$ cat src/core/msisr_consts.vh
// constants for the master selector interrupt status and reset-default block
// assumes a single 100 MHz clock domain and the protocol engine on the same clock
//
// Function
// - pointer 10 selects the status byte
// - one status copy per upstream master
// - bit 0 follows downstream interrupt input
// - bit 1 set when recovery finished, connected
// - bit 2 bus busy at switch, unless recovery
// - bit 3 set for master losing control
// - bit 6 follows own self-test bit
// - bit 7 follows other master's cross-test bit
// - status read-only, resets to zero, all variants
// - read leaves test and input flags alone
// - read clears bits 1-3 on second scl
// - input still low re-raises unmasked interrupt
// - test interrupt drops when test bit cleared
// - power-on release loads defaults and variant connection
// - channel-0 variant connects channel 0 immediately
// - stop variant connects channel 0 after stop
// - channel 1 switch connects on its stop
// - no-default variant connects nothing after reset
// - control write overrides variant default connection
// - external low reset holds all defaults
// - external reset, stop variant waits for stop
// - mask bit one blocks that event's interrupt
// - lost interrupt right after disconnection
`ifndef MSISR_CONSTS_VH
`define MSISR_CONSTS_VH

// register pointer value of the status register
`define MSISR_PTR_STATUS    2'h2

// status bit positions
`define MSISR_BIT_DS_IRQ    0
`define MSISR_BIT_REC_DONE  1
`define MSISR_BIT_NOT_IDLE  2
`define MSISR_BIT_LOST      3
`define MSISR_BIT_SELF      6
`define MSISR_BIT_CROSS     7
`define MSISR_STATUS_RESET  8'h00

// build variants
`define MSISR_VAR_CH0       2'h1
`define MSISR_VAR_STOP      2'h2
`define MSISR_VAR_NONE      2'h3

// downstream connection codes, one bit per upstream channel
`define MSISR_CONN_NONE     2'h0
`define MSISR_CONN_CH0      2'h1
`define MSISR_CONN_CH1      2'h2

// scl rising edge of the read data phase on which the clear lands
`define MSISR_CLR_EDGE      2'h2

`endif

$ cat src/core/msisr_core.v
// interrupt status registers, interrupt outputs and default channel connection
// assumes the protocol engine on i_clk supplies pointers, read phase, control writes
`timescale 1ns/1ps
`include "msisr_consts.vh"

module msisr_core #(
    parameter [1:0] VARIANT = `MSISR_VAR_CH0
) (
    input  wire       i_clk,
    input  wire       i_sys_rst,
    input  wire       i_reset_n,
    input  wire       i_scl0,
    input  wire       i_sda0,
    input  wire       i_scl1,
    input  wire       i_sda1,
    input  wire       i_downstream_irq_n,
    input  wire [1:0] i_register_pointer0,
    input  wire [1:0] i_register_pointer1,
    input  wire [1:0] i_read_phase,
    input  wire       i_ctrl_write,
    input  wire [1:0] i_ctrl_target,
    input  wire       i_recovery_request,
    input  wire       i_recovery_done,
    input  wire       i_bus_busy,
    input  wire [1:0] i_self_test_request,
    input  wire [1:0] i_cross_test_request,
    input  wire [1:0] i_downstream_irq_mask,
    input  wire [1:0] i_recovery_done_mask,
    input  wire [1:0] i_bus_not_idle_mask,
    input  wire [1:0] i_control_lost_mask,
    output reg  [7:0] o_read_data0,
    output reg  [7:0] o_read_data1,
    output reg  [1:0] o_connect,
    output reg        o_recovery_start,
    output wire       o_master0_irq_output_n,
    output wire       o_master0_irq_output_oe,
    output wire       o_master1_irq_output_n,
    output wire       o_master1_irq_output_oe
);

    ////////////////////////////////////////////////////////////////////////////
    // pin synchronisers

    // six asynchronous pins share one filter: upstream clock and data of both
    // masters, the external reset and the downstream interrupt; all idle high,
    // so every stage resets to one and no false edge or stop follows reset
    localparam NPIN = 6;

    wire [NPIN-1:0] pin_raw;
    wire [NPIN-1:0] pin_lvl;
    wire [NPIN-1:0] pin_prev;

    assign pin_raw = {i_downstream_irq_n, i_reset_n, i_sda1, i_scl1, i_sda0, i_scl0};

    // three stages; the filtered level only moves once stages two and three agree,
    // which costs about four cycles of latency but rejects a one-cycle glitch
    genvar gp;
    generate
        for (gp = 0; gp < NPIN; gp = gp + 1) begin : g_pin
            reg s1;
            reg s2;
            reg s3;
            reg lvl;
            reg prev;

            always @(posedge i_clk or posedge i_sys_rst) begin
                if (i_sys_rst) begin
                    s1   <= 1'b1;
                    s2   <= 1'b1;
                    s3   <= 1'b1;
                    lvl  <= 1'b1;
                    prev <= 1'b1;
                end else begin
                    s1   <= pin_raw[gp];
                    s2   <= s1;
                    s3   <= s2;
                    prev <= lvl;
                    if (s2 == s3) begin
                        lvl <= s3;
                    end
                end
            end

            // filtered level and its value one cycle back feed the edge finders
            assign pin_lvl[gp]  = lvl;
            assign pin_prev[gp] = prev;
        end
    endgenerate

    // pin map: 0 scl0, 1 sda0, 2 scl1, 3 sda1, 4 external reset, 5 downstream interrupt
    wire [1:0] scl_lvl;
    wire [1:0] scl_rise;
    wire [1:0] stop_seen;
    wire       ext_hold;
    wire       ds_irq_active;

    assign scl_lvl       = {pin_lvl[2], pin_lvl[0]};
    // rising clock edges per master count the read-clear pulses
    assign scl_rise      = {pin_lvl[2] & ~pin_prev[2], pin_lvl[0] & ~pin_prev[0]};
    // stop: sda rises while scl stays high
    assign stop_seen     = {pin_lvl[3] & ~pin_prev[3] & scl_lvl[1] & pin_prev[2],
                            pin_lvl[1] & ~pin_prev[1] & scl_lvl[0] & pin_prev[0]};
    // a low reset pin holds everything at its defaults, not just the flags
    assign ext_hold      = ~pin_lvl[4];
    assign ds_irq_active = ~pin_lvl[5];

    ////////////////////////////////////////////////////////////////////////////
    // connection sequencer

    // idle: connection stands, a control write arms a switch
    // switch wait: the switch happens at the next stop on the target channel
    // recovery: old link broken, new one held off until the pulse train is done
    // the recovery path never reports a busy bus, the sensor result is moot there
    localparam [1:0] ST_IDLE     = 2'h0;
    localparam [1:0] ST_SW_WAIT  = 2'h1;
    localparam [1:0] ST_RECOVERY = 2'h2;

    // power-up connection: only the channel-0 variant joins at once; the stop
    // variant waits in ch0_pending and the no-default variant stays open
    localparam [1:0] CONN_DEFAULT = (VARIANT == `MSISR_VAR_CH0) ? `MSISR_CONN_CH0 : `MSISR_CONN_NONE;

    reg  [1:0] state;
    reg  [1:0] next_state;
    reg  [1:0] target;
    reg        ch0_pending;
    reg        override;
    reg  [1:0] next_connect;
    reg  [1:0] next_target;
    reg        next_ch0_pending;
    reg        next_override;
    reg        next_recovery_start;
    reg  [1:0] ev_lost;
    reg  [1:0] ev_not_idle;
    reg  [1:0] ev_rec_done;

    // switch request waits for the stop closing the control write, then breaks
    // the old link in the cycle the new one is made, or before recovery, so the losing master never shares the bus
    always @* begin
        next_state          = state;
        next_connect        = o_connect;
        next_target         = target;
        next_ch0_pending    = ch0_pending;
        next_override       = override;
        next_recovery_start = 1'b0;
        ev_lost             = 2'h0;
        ev_not_idle         = 2'h0;
        ev_rec_done         = 2'h0;
        // stop variant default: channel 0 joins at its first stop
        if (ch0_pending && !override && stop_seen[0]) begin
            next_connect     = `MSISR_CONN_CH0;
            next_ch0_pending = 1'b0;
        end
        case (state)
            ST_IDLE: begin
                // any write decides the connection from now on
                if (i_ctrl_write) begin
                    next_override = 1'b1;
                    next_target   = i_ctrl_target;
                    next_state    = ST_SW_WAIT;
                end
            end
            ST_SW_WAIT: begin
                if (i_ctrl_write) begin
                    next_target = i_ctrl_target;
                end else if (|(stop_seen & target) || (target == `MSISR_CONN_NONE && |stop_seen)) begin
                    next_ch0_pending = 1'b0;
                    // a write that names the present connection keeps the link and raises no flag
                    if (target == o_connect) begin
                        next_state = ST_IDLE;
                    end else begin
                        ev_lost      = o_connect;
                        // break before make on the recovery path only: the old master loses the bus in this cycle
                        next_connect = `MSISR_CONN_NONE;
                        if (i_recovery_request && target != `MSISR_CONN_NONE) begin
                            next_recovery_start = 1'b1;
                            next_state          = ST_RECOVERY;
                        end else begin
                            next_connect = target;
                            ev_not_idle  = i_bus_busy ? target : 2'h0;
                            next_state   = ST_IDLE;
                        end
                    end
                end
            end
            ST_RECOVERY: begin
                // the not-idle report stays quiet on this path by construction
                // a control write here is ignored; the pulse train must finish first
                if (i_recovery_done) begin
                    next_connect = target;
                    ev_rec_done  = target;
                    next_state   = ST_IDLE;
                end
            end
            default: begin
                // unused code: fall back to idle
                next_state = ST_IDLE;
            end
        endcase
    end

    // power-on and external reset load the same variant defaults
    // the pin reset acts after the filter, so a one-cycle low glitch on it
    // never disturbs a running switch
    always @(posedge i_clk or posedge i_sys_rst) begin
        if (i_sys_rst) begin
            state            <= ST_IDLE;
            o_connect        <= CONN_DEFAULT;
            target           <= `MSISR_CONN_NONE;
            ch0_pending      <= (VARIANT == `MSISR_VAR_STOP);
            override         <= 1'b0;
            o_recovery_start <= 1'b0;
        end else if (ext_hold) begin
            state            <= ST_IDLE;
            o_connect        <= CONN_DEFAULT;
            target           <= `MSISR_CONN_NONE;
            ch0_pending      <= (VARIANT == `MSISR_VAR_STOP);
            override         <= 1'b0;
            o_recovery_start <= 1'b0;
        end else begin
            state            <= next_state;
            o_connect        <= next_connect;
            target           <= next_target;
            ch0_pending      <= next_ch0_pending;
            override         <= next_override;
            o_recovery_start <= next_recovery_start;
        end
    end

    ////////////////////////////////////////////////////////////////////////////
    // per-master status registers

    // two physical copies of the status byte, one per upstream master; flags
    // that record events are set by the sequencer and cleared by a read, the
    // others mirror a level and ignore reads
    wire [1:0] ptr_status;
    wire [1:0] irq_active;
    wire [7:0] status0;
    wire [7:0] status1;

    assign ptr_status = {i_register_pointer1 == `MSISR_PTR_STATUS,
                         i_register_pointer0 == `MSISR_PTR_STATUS};

    genvar gm;
    generate
        for (gm = 0; gm < 2; gm = gm + 1) begin : g_master
            reg  [1:0] clr_cnt;
            reg        rec_done_flag;
            reg        not_idle_flag;
            reg        lost_flag;
            reg        ds_flag;
            reg        self_flag;
            reg        cross_flag;
            wire       clr_hit;
            reg  [7:0] status;
            reg  [7:0] mask;

            // clear lands on the second scl rise of this master's status read
            // the counter restarts whenever the read phase or the pointer drops, so an
            // aborted read never carries a half count into the next one
            assign clr_hit = i_read_phase[gm] & ptr_status[gm] & scl_rise[gm]
                             & (clr_cnt == `MSISR_CLR_EDGE - 2'h1);

            always @(posedge i_clk or posedge i_sys_rst) begin
                if (i_sys_rst) begin
                    clr_cnt       <= 2'h0;
                    rec_done_flag <= 1'b0;
                    not_idle_flag <= 1'b0;
                    lost_flag     <= 1'b0;
                    ds_flag       <= 1'b0;
                    self_flag     <= 1'b0;
                    cross_flag    <= 1'b0;
                end else if (ext_hold) begin
                    clr_cnt       <= 2'h0;
                    rec_done_flag <= 1'b0;
                    not_idle_flag <= 1'b0;
                    lost_flag     <= 1'b0;
                    ds_flag       <= 1'b0;
                    self_flag     <= 1'b0;
                    cross_flag    <= 1'b0;
                end else begin
                    if (!(i_read_phase[gm] && ptr_status[gm])) begin
                        clr_cnt <= 2'h0;
                    end else if (scl_rise[gm] && clr_cnt != `MSISR_CLR_EDGE) begin
                        clr_cnt <= clr_cnt + 2'h1;
                    end
                    // a new event in the clearing cycle wins over the clear,
                    // so a switch that lands during a read is never lost
                    rec_done_flag <= ev_rec_done[gm] | (rec_done_flag & ~clr_hit);
                    not_idle_flag <= ev_not_idle[gm] | (not_idle_flag & ~clr_hit);
                    lost_flag     <= ev_lost[gm] | (lost_flag & ~clr_hit);
                    // level-following flags; a read does not touch them
                    // the downstream flag waits for the pin filter, the test flags one cycle
                    ds_flag       <= ds_irq_active;
                    self_flag     <= i_self_test_request[gm];
                    cross_flag    <= i_cross_test_request[1-gm];
                end
            end

            // status byte from the named bit positions; the two spare bits read zero
            // and the test bits have no mask, they exist to prove the wire works
            always @* begin
                status                      = `MSISR_STATUS_RESET;
                status[`MSISR_BIT_DS_IRQ]   = ds_flag;
                status[`MSISR_BIT_REC_DONE] = rec_done_flag;
                status[`MSISR_BIT_NOT_IDLE] = not_idle_flag;
                status[`MSISR_BIT_LOST]     = lost_flag;
                status[`MSISR_BIT_SELF]     = self_flag;
                status[`MSISR_BIT_CROSS]    = cross_flag;
                mask                        = 8'h00;
                mask[`MSISR_BIT_DS_IRQ]     = i_downstream_irq_mask[gm];
                mask[`MSISR_BIT_REC_DONE]   = i_recovery_done_mask[gm];
                mask[`MSISR_BIT_NOT_IDLE]   = i_bus_not_idle_mask[gm];
                mask[`MSISR_BIT_LOST]       = i_control_lost_mask[gm];
            end

            // any unmasked flag pulls this master's line low
            assign irq_active[gm] = |(status & ~mask);
        end
    endgenerate

    assign status0 = g_master[0].status;
    assign status1 = g_master[1].status;

    // each master sees only its own copy
    // registered every cycle one cycle behind the flags, so the byte can still change inside a bit time;
    // another pointer reads zero here, the other registers live elsewhere
    always @(posedge i_clk or posedge i_sys_rst) begin
        if (i_sys_rst) begin
            o_read_data0 <= `MSISR_STATUS_RESET;
            o_read_data1 <= `MSISR_STATUS_RESET;
        end else begin
            o_read_data0 <= ptr_status[0] ? status0 : `MSISR_STATUS_RESET;
            o_read_data1 <= ptr_status[1] ? status1 : `MSISR_STATUS_RESET;
        end
    end

    ////////////////////////////////////////////////////////////////////////////
    // open-drain interrupt outputs: drive low only, release otherwise
    // the data pin is tied low and only the enable moves, so the line is never
    // driven high against the wired pull-up

    assign o_master0_irq_output_n  = 1'b0;
    assign o_master0_irq_output_oe = irq_active[0];
    assign o_master1_irq_output_n  = 1'b0;
    assign o_master1_irq_output_oe = irq_active[1];

endmodule

$ cat config.mk
export PLATFORM = sky130hd
export DESIGN_NAME = msisr_core
export DESIGN_NICKNAME = d
export VERILOG_FILES = /design/src/core/msisr_core.v
export VERILOG_INCLUDE_DIRS = /design/src /design/src/core
export SDC_FILE = /design/constraint.sdc
export NUM_CORES = 1
export LEC_CHECK = 0
export BUFFER_PORTS_ARGS = -buffer_cell sky130_fd_sc_hd__buf_2
export CORE_ASPECT_RATIO = 2
export CORE_MARGIN = 3
export CORE_UTILIZATION = 48
export DETAILED_ROUTE_END_ITERATION = 12
export PLACE_DENSITY = 0.76
export SYNTH_ARGS = -nofsm -noshare
export SYNTH_HDL_FRONTEND = slang
export SYNTH_SLANG_ARGS = --single-unit
export TNS_END_PERCENT = 20
$ cat constraint.sdc
create_clock -name i_clk -period 1.56 [get_ports i_clk]
set_input_delay 0.078 -clock i_clk [delete_from_list [all_inputs] [get_ports i_clk]]
set_output_delay 0.078 -clock i_clk [all_outputs]
set_load 0.005 [all_outputs]
==> qor.txt, run 1 <==
sequential cell area -> 1640 um^2
P_leak -> 1.56 nW
Worst VDD drop -> 0.813 mV
commonest cells after routing, fill and taps aside -> 48 x buf_2, 34 x dfrtp_1, 29 x dfstp_2
chip height -> 111 um
post-route setup slack -> 0.00368 ns
Worst Path Max Fanout -> 5
Flop pwr share -> 50.7%
area of the multi-input gates -> 905 um^2
via count -> 1784
Cells after DPL -> 332
n_diodes -> 0
Yosys warnings -> 0
clock insertion delay at the later pin of the skew report -> 0.33 ns
PwrDens -> 1110 nW/um^2
largest net degree at the start of global routing -> 65
setup bufs post-CTS -> 0
register area share after synthesis -> 62.3%
count of different cell masters after synthesis -> 37
Root Buffer Master -> clkbuf_8
Synth Area per Inst -> 12.2 um^2
power share of the combinational group -> 16.5%
final non-filler cell area -> 3340 um^2
post-layout util -> 63.8%
buffers added on ports -> 48
first-pass GRT wire length -> 8070 um
die span in x -> 58.3 um
Sw Pwr -> 944 uW
hold_ws -> 0.0152 ns
P_int -> 2.77 mW
clk slew on worst S/H paths -> 0.07 ns
Yosys reg bits -> 64
Setup TNS -> 0 ns
Tot GR Track Use -> 16.6%
layout cells sized above 1 -> 37.9%
min cycle time layout -> 1.56 ns
CTS Buffer Depth -> 2
initial antenna violation count -> 0
row count -> 37
DPL Wire Length -> 3310 um
switching part of the total -> 25.4%
Worst setup EP type -> flop
DP Worst Slack -> -0.0680 ns
# IOs -> 55
Mapped Cells -> 216
final cell count without fillers -> 359
grt ovf -> 0
final setup violation count -> 0
Layout Skew -> 0.00624 ns
gpl congestion -> 0.838
ANT nets after route -> 0
core area -> 5230 um^2
Starting Density -> 50.3%
status -> completed
TritonCTS clock tree -> yes
Placed Area -> 3030 um^2
Total Power -> 3.72 mW
critical path arrival -> 1.81 ns
clock share of power -> 32.9%
WL final -> 4700 um
synthesized cell area -> 2630 um^2
H-tree Lvls -> 3
fin crit share -> 99.8%
most common cell after layout, fill and taps aside -> buf_2
fmax -> 643 MHz
drt via density -> 4.97
CTS sink cnt -> 64
Final #Nets -> 336
Final Max Tran Viols -> 0
Final Hold Violating Endpoints -> 0
filler cell count -> 434
WS Path Type -> reg2reg
First-pass DRT Iterations -> 6
vias in the first global route -> 1800
DIE AREA -> 6450 um^2
Routed wire per std cell -> 13.1 um
critical path required time -> 1.81 ns
Residual DRC -> 0
startpoint types -> flop
max cap viols -> 0
DRT iter0 DRCs -> 40
CTS buffer count -> 9
Layout area overhead -> 26.9%
Worst Hold Class -> in2reg
RSZ-0062 raised after global routing -> yes
layer usage:
layer / vias to the layer above / part of all wire, % / track usage [%]
met4: 0 / 3.1 / 11.0
met2: 58 / 51 / 26.0
li1: 868 / - / -
met1: 848 / 39 / 19.1
met3: 10 / 6.2 / 4.55
met5: - / 0 / 0
cell type report:
cell class | count | share of cell area [%]
inverter | 17 | 2.02
clock buffer | 16 | 5.10
sequential | 64 | 49.1
multi-input combinational | 129 | 27.1
tap | 58 | 2.17
timing repair buffer | 75 | 14.5
registers in the layout, summed over array words and instances, names as in the netlist, 4 cells and up:
register / count
g_pin.lvl: 6
g_pin.s1: 6
g_pin.s2: 6
g_pin.s3: 6
o_read_data0: 6
o_read_data1: 6
g_master.clr_cnt: 4
g_pin.prev: 4
worst max-delay path: stages, from the launching register on:
cell,delay (ns)
dfstp_2,0.54
inv_1,0.06
a2111oi_4,0.39
or2_4,0.22
nand3_4,0.10
o31ai_2,0.17
power groups by stage:
stage	Sequential, mW	Combinational [mW]	Clock [mW]
2_1_floorplan	1.88	0.364	0
3_3_place_gp	1.90	0.560	0
3_5_place_dp	1.91	0.571	0
4_1_cts	1.88	0.611	1.28
5_1_grt	1.90	0.692	1.33
6_report	1.88	0.612	1.22
worst paths after layout:
check                      slack, ns          end  depth (start not counted)              from
min in group asynchronous       0.37    target[1]                          4         i_sys_rst
min                             0.02    target[1]                          3  i_ctrl_target[1]
max in group asynchronous       0.86  g_pin[2].s1                          4         i_sys_rst
max reg2reg                    0.004     state[1]                          5      g_pin[3].lvl
max                            0.004     state[1]                          5      g_pin[3].lvl
min reg2reg                     0.35  g_pin[2].s2                          0       g_pin[2].s1
repair_timing:
action | in CTS | in global routing
pin swaps | 3 | 0
hold endpoints to repair | 45 | 0
hold buffers | 11 | 0
resized for setup | 6 | 3
setup endpoints to repair | 8 | 14
cell usage after synthesis:
| master | instances | area (um^2) |
|---|---|---|
| o221a_1 | 1 | 11.3 |
| or2_2 | 1 | 6.26 |
| nand2_1 | 12 | 45.0 |
| nand3_1 | 9 | 45.0 |
| clkbuf_1 | 3 | 11.3 |
| a2111oi_0 | 1 | 8.76 |
| nand2b_1 | 2 | 12.5 |
| a222oi_1 | 2 | 20.0 |
| nor3_1 | 3 | 15.0 |
| dfrtp_1 | 35 | 876 |
| a21oi_1 | 3 | 15.0 |
| buf_2 | 1 | 5.00 |
| nand3_2 | 1 | 10.0 |
| inv_2 | 1 | 3.75 |
| o31ai_2 | 1 | 12.5 |
| a211oi_1 | 2 | 15.0 |
| ha_1 | 8 | 100 |
| a2111oi_4 | 1 | 27.5 |
| o211ai_1 | 3 | 22.5 |
| o31ai_1 | 1 | 7.51 |
| nand3b_1 | 1 | 7.51 |
| maj3_1 | 6 | 60.1 |
| a21boi_0 | 2 | 15.0 |
| mux2i_1 | 4 | 40.0 |
| dfstp_2 | 29 | 762 |
| nor3b_1 | 1 | 7.51 |
| and2_1 | 16 | 100 |
| nor2_1 | 8 | 30.0 |
| o21ai_0 | 4 | 20.0 |
| nand4_1 | 2 | 12.5 |
| nand4b_1 | 4 | 35.0 |
| xnor2_1 | 4 | 35.0 |
| o21ai_1 | 6 | 30.0 |
| nor2b_1 | 14 | 87.6 |
| inv_1 | 16 | 60.1 |
| buf_4 | 7 | 52.6 |
| conb_1 | 1 | 3.75 |
cell families (layout without fill, tap and decap cells):
family / Yosys count / in the layout / synth area share, %
muxes: 4 / 4 / 1.52
adders and majority gates: 14 / 14 / 6.09
other: 1 / 6 / 0.143
buffers and inverters: 28 / 108 / 5.04
DFF: 64 / 64 / 62.3
AOI/OAI and AO/OA: 27 / 27 / 7.81
and+or+nand+nor: 74 / 74 / 15.8
xor gates and xnor gates: 4 / 4 / 1.33
(Power assumes the default switching activity.)
==> run 2: changes to the inputs <==
--- a/config.mk
+++ b/config.mk
@@ -6,12 +6,14 @@
 export SDC_FILE = /design/constraint.sdc
 export NUM_CORES = 1
 export LEC_CHECK = 0
+export ABC_CLOCK_PERIOD_IN_PS = 1560
 export BUFFER_PORTS_ARGS = -buffer_cell sky130_fd_sc_hd__buf_2
 export CORE_ASPECT_RATIO = 2
-export CORE_MARGIN = 3
+export CORE_MARGIN = 4
 export CORE_UTILIZATION = 48
 export DETAILED_ROUTE_END_ITERATION = 12
 export PLACE_DENSITY = 0.76
+export SKIP_CTS_REPAIR_TIMING = 1
 export SYNTH_ARGS = -nofsm -noshare
 export SYNTH_HDL_FRONTEND = slang
 export SYNTH_SLANG_ARGS = --single-unit
==> qor.txt, run 2 (same netlist as run 1, synthesis figures left out) <==
Final Hold Violating Endpoints -> 0 (unchanged)
ANT nets after route -> 0 (unchanged)
min cycle time layout -> 1.62 ns (was 1.56 ns)
PwrDens -> 1110 nW/um^2 (about the same)
Final Max Tran Viols -> 0 (unchanged)
max cap viols -> 0 (unchanged)
clock insertion delay at the later pin of the skew report -> 0.34 ns (was 0.33 ns)
critical path arrival -> 1.88 ns (was 1.81 ns)
WS Path Type -> reg2reg (unchanged)
first-pass GRT wire length -> 8080 um (was 8070 um)
worst flop-to-flop path endpoint -> o_recovery_start (was state[1])
Tot GR Track Use -> 16.2% (was 16.6%)
n_diodes -> 0 (unchanged)
P_leak -> 1.54 nW (was 1.56 nW)
Worst Hold Class -> in2reg (unchanged)
Starting Density -> 50.3% (unchanged)
H-tree Lvls -> 3 (unchanged)
via count -> 1790 (was 1784)
Layout area overhead -> 27.6% (was 26.9%)
chip height -> 113 um (was 111 um)
clk slew on worst S/H paths -> 0.06 ns (was 0.07 ns)
Final #Nets -> 332 (was 336)
CTS sink cnt -> 64 (unchanged)
final cell count without fillers -> 355 (was 359)
DPL Wire Length -> 3660 um (was 3310 um)
vias in the first global route -> 1789 (was 1800)
Layout Skew -> 0.00710 ns (was 0.00624 ns)
Worst setup EP type -> flop (unchanged)
failing checks -> setup timing
final setup violation count -> 5 (was 0)
DP Worst Slack -> -0.103 ns (was -0.0680 ns)
fmax -> 619 MHz (was 643 MHz)
die span in x -> 60.3 um (was 58.3 um)
largest net degree at the start of global routing -> 32 (was 65)
Worst setup startpoint -> g_pin[3].lvl (unchanged)
Residual DRC -> 0 (unchanged)
Worst R2R Start -> g_pin[3].lvl (unchanged)
Root Buffer Master -> clkbuf_8 (unchanged)
core area -> 5230 um^2 (unchanged)
grt ovf -> 0 (unchanged)
CTS buffer count -> 9 (unchanged)
gpl congestion -> 0.864 (was 0.838)
DRT iter0 DRCs -> 107 (was 40)
Setup crit end -> o_recovery_start (was state[1])
commonest cells after routing, fill and taps aside -> 48 x buf_2, 35 x dfrtp_1, 29 x dfstp_2 (was 48 x buf_2, 34 x dfrtp_1, 29 x dfstp_2)
layout cells sized above 1 -> 39.7% (was 37.9%)
Worst VDD drop -> 0.866 mV (was 0.813 mV)
First-pass DRT Iterations -> 4 (was 6)
TritonCTS clock tree -> yes (unchanged)
worst reg2reg setup slack -> -0.06 ns (was 0.004 ns)
buffers added on ports -> 48 (unchanged)
Routed wire per std cell -> 14.2 um (was 13.1 um)
Cells after DPL -> 328 (was 332)
DIE AREA -> 6800 um^2 (was 6450 um^2)
drt via density -> 5.04 (was 4.97)
Worst Path Max Fanout -> 3 (was 5)
status -> finished, violations left (was completed)
startpoint types -> flop (unchanged)
RSZ-0062 raised after global routing -> yes (unchanged)
# IOs -> 55 (unchanged)
post-route setup slack -> -0.0566 ns (was 0.00368 ns)
row count -> 37 (unchanged)
Reg2Reg Depth -> 6 (was 5)
initial antenna violation count -> 0 (unchanged)
fin crit share -> 104% (was 99.8%)
WL final -> 5030 um (was 4700 um)
critical path required time -> 1.82 ns (was 1.81 ns)
CTS Buffer Depth -> 2 (unchanged)
most common cell after layout, fill and taps aside -> buf_2 (unchanged)
run 2: worst max-delay path: stages (launching register included):
cell,delay (ns)
dfstp_2,0.54
inv_1,0.06
a2111oi_4,0.41
or2_4,0.23
buf_6,0.11
nand3_2,0.06
nor2_1,0.12
run 2: where the power goes:
part           internal [mW]  switching, mW
Combinational          0.310          0.343
Sequential              1.81         0.0899
Clock                  0.620          0.563
run 2: cell type report:
type	instances	area [um^2]
flip-flops and latches	64	1640
clock buffers	15	156
clock inverters	1	5.00
well taps	58	72.6
fillers	426	1880
multi-input cells	129	957
inverters	17	67.6
repair buffers	71	457
run 2: how the worst min path moves through the flow:
stage / from / to / slack, ns / cells after the start
after CTS: i_sys_rst / target[1] / -0.25 / 2
after detailed placement: i_sys_rst / override / 0.12 / 2
after floorplan: i_scl0 / g_pin[0].s1 / 0.08 / 0
final: i_ctrl_target[1] / target[1] / 0.0005 / 3
after global routing: i_bus_busy / g_master[1].not_idle_flag / 0.01 / 3
after global placement: i_sys_rst / override / 0.12 / 2
run 2: stage by stage:
stage | cell area [um^2] | power, mW | hold slack (ns) | util (%) | setup TNS, ns
2_1_floorplan | 2650 | 2.25 | 0.0825 | - | 0
3_3_place_gp | 3000 | 2.44 | 0.119 | 57.3 | -0.00617
3_5_place_dp | 3000 | 2.46 | 0.123 | 57.3 | -0.325
4_1_cts | 3160 | 3.66 | -0.245 | 60.4 | -0.491
5_1_grt | 3350 | 3.93 | 0.0110 | 64.1 | -0.773
6_report | 3350 | 3.73 | 0.000493 | 64.1 | -0.145
run 2: metal layers:
layer  vias to the layer above  track usage (%)  routed length [um]
met5                         -                0                   0
met4                         0             9.02                 211
met3                        20             5.87                 352
met2                        65             27.3                2660
met1                       843             16.6                1800
li1                        862                -                   -
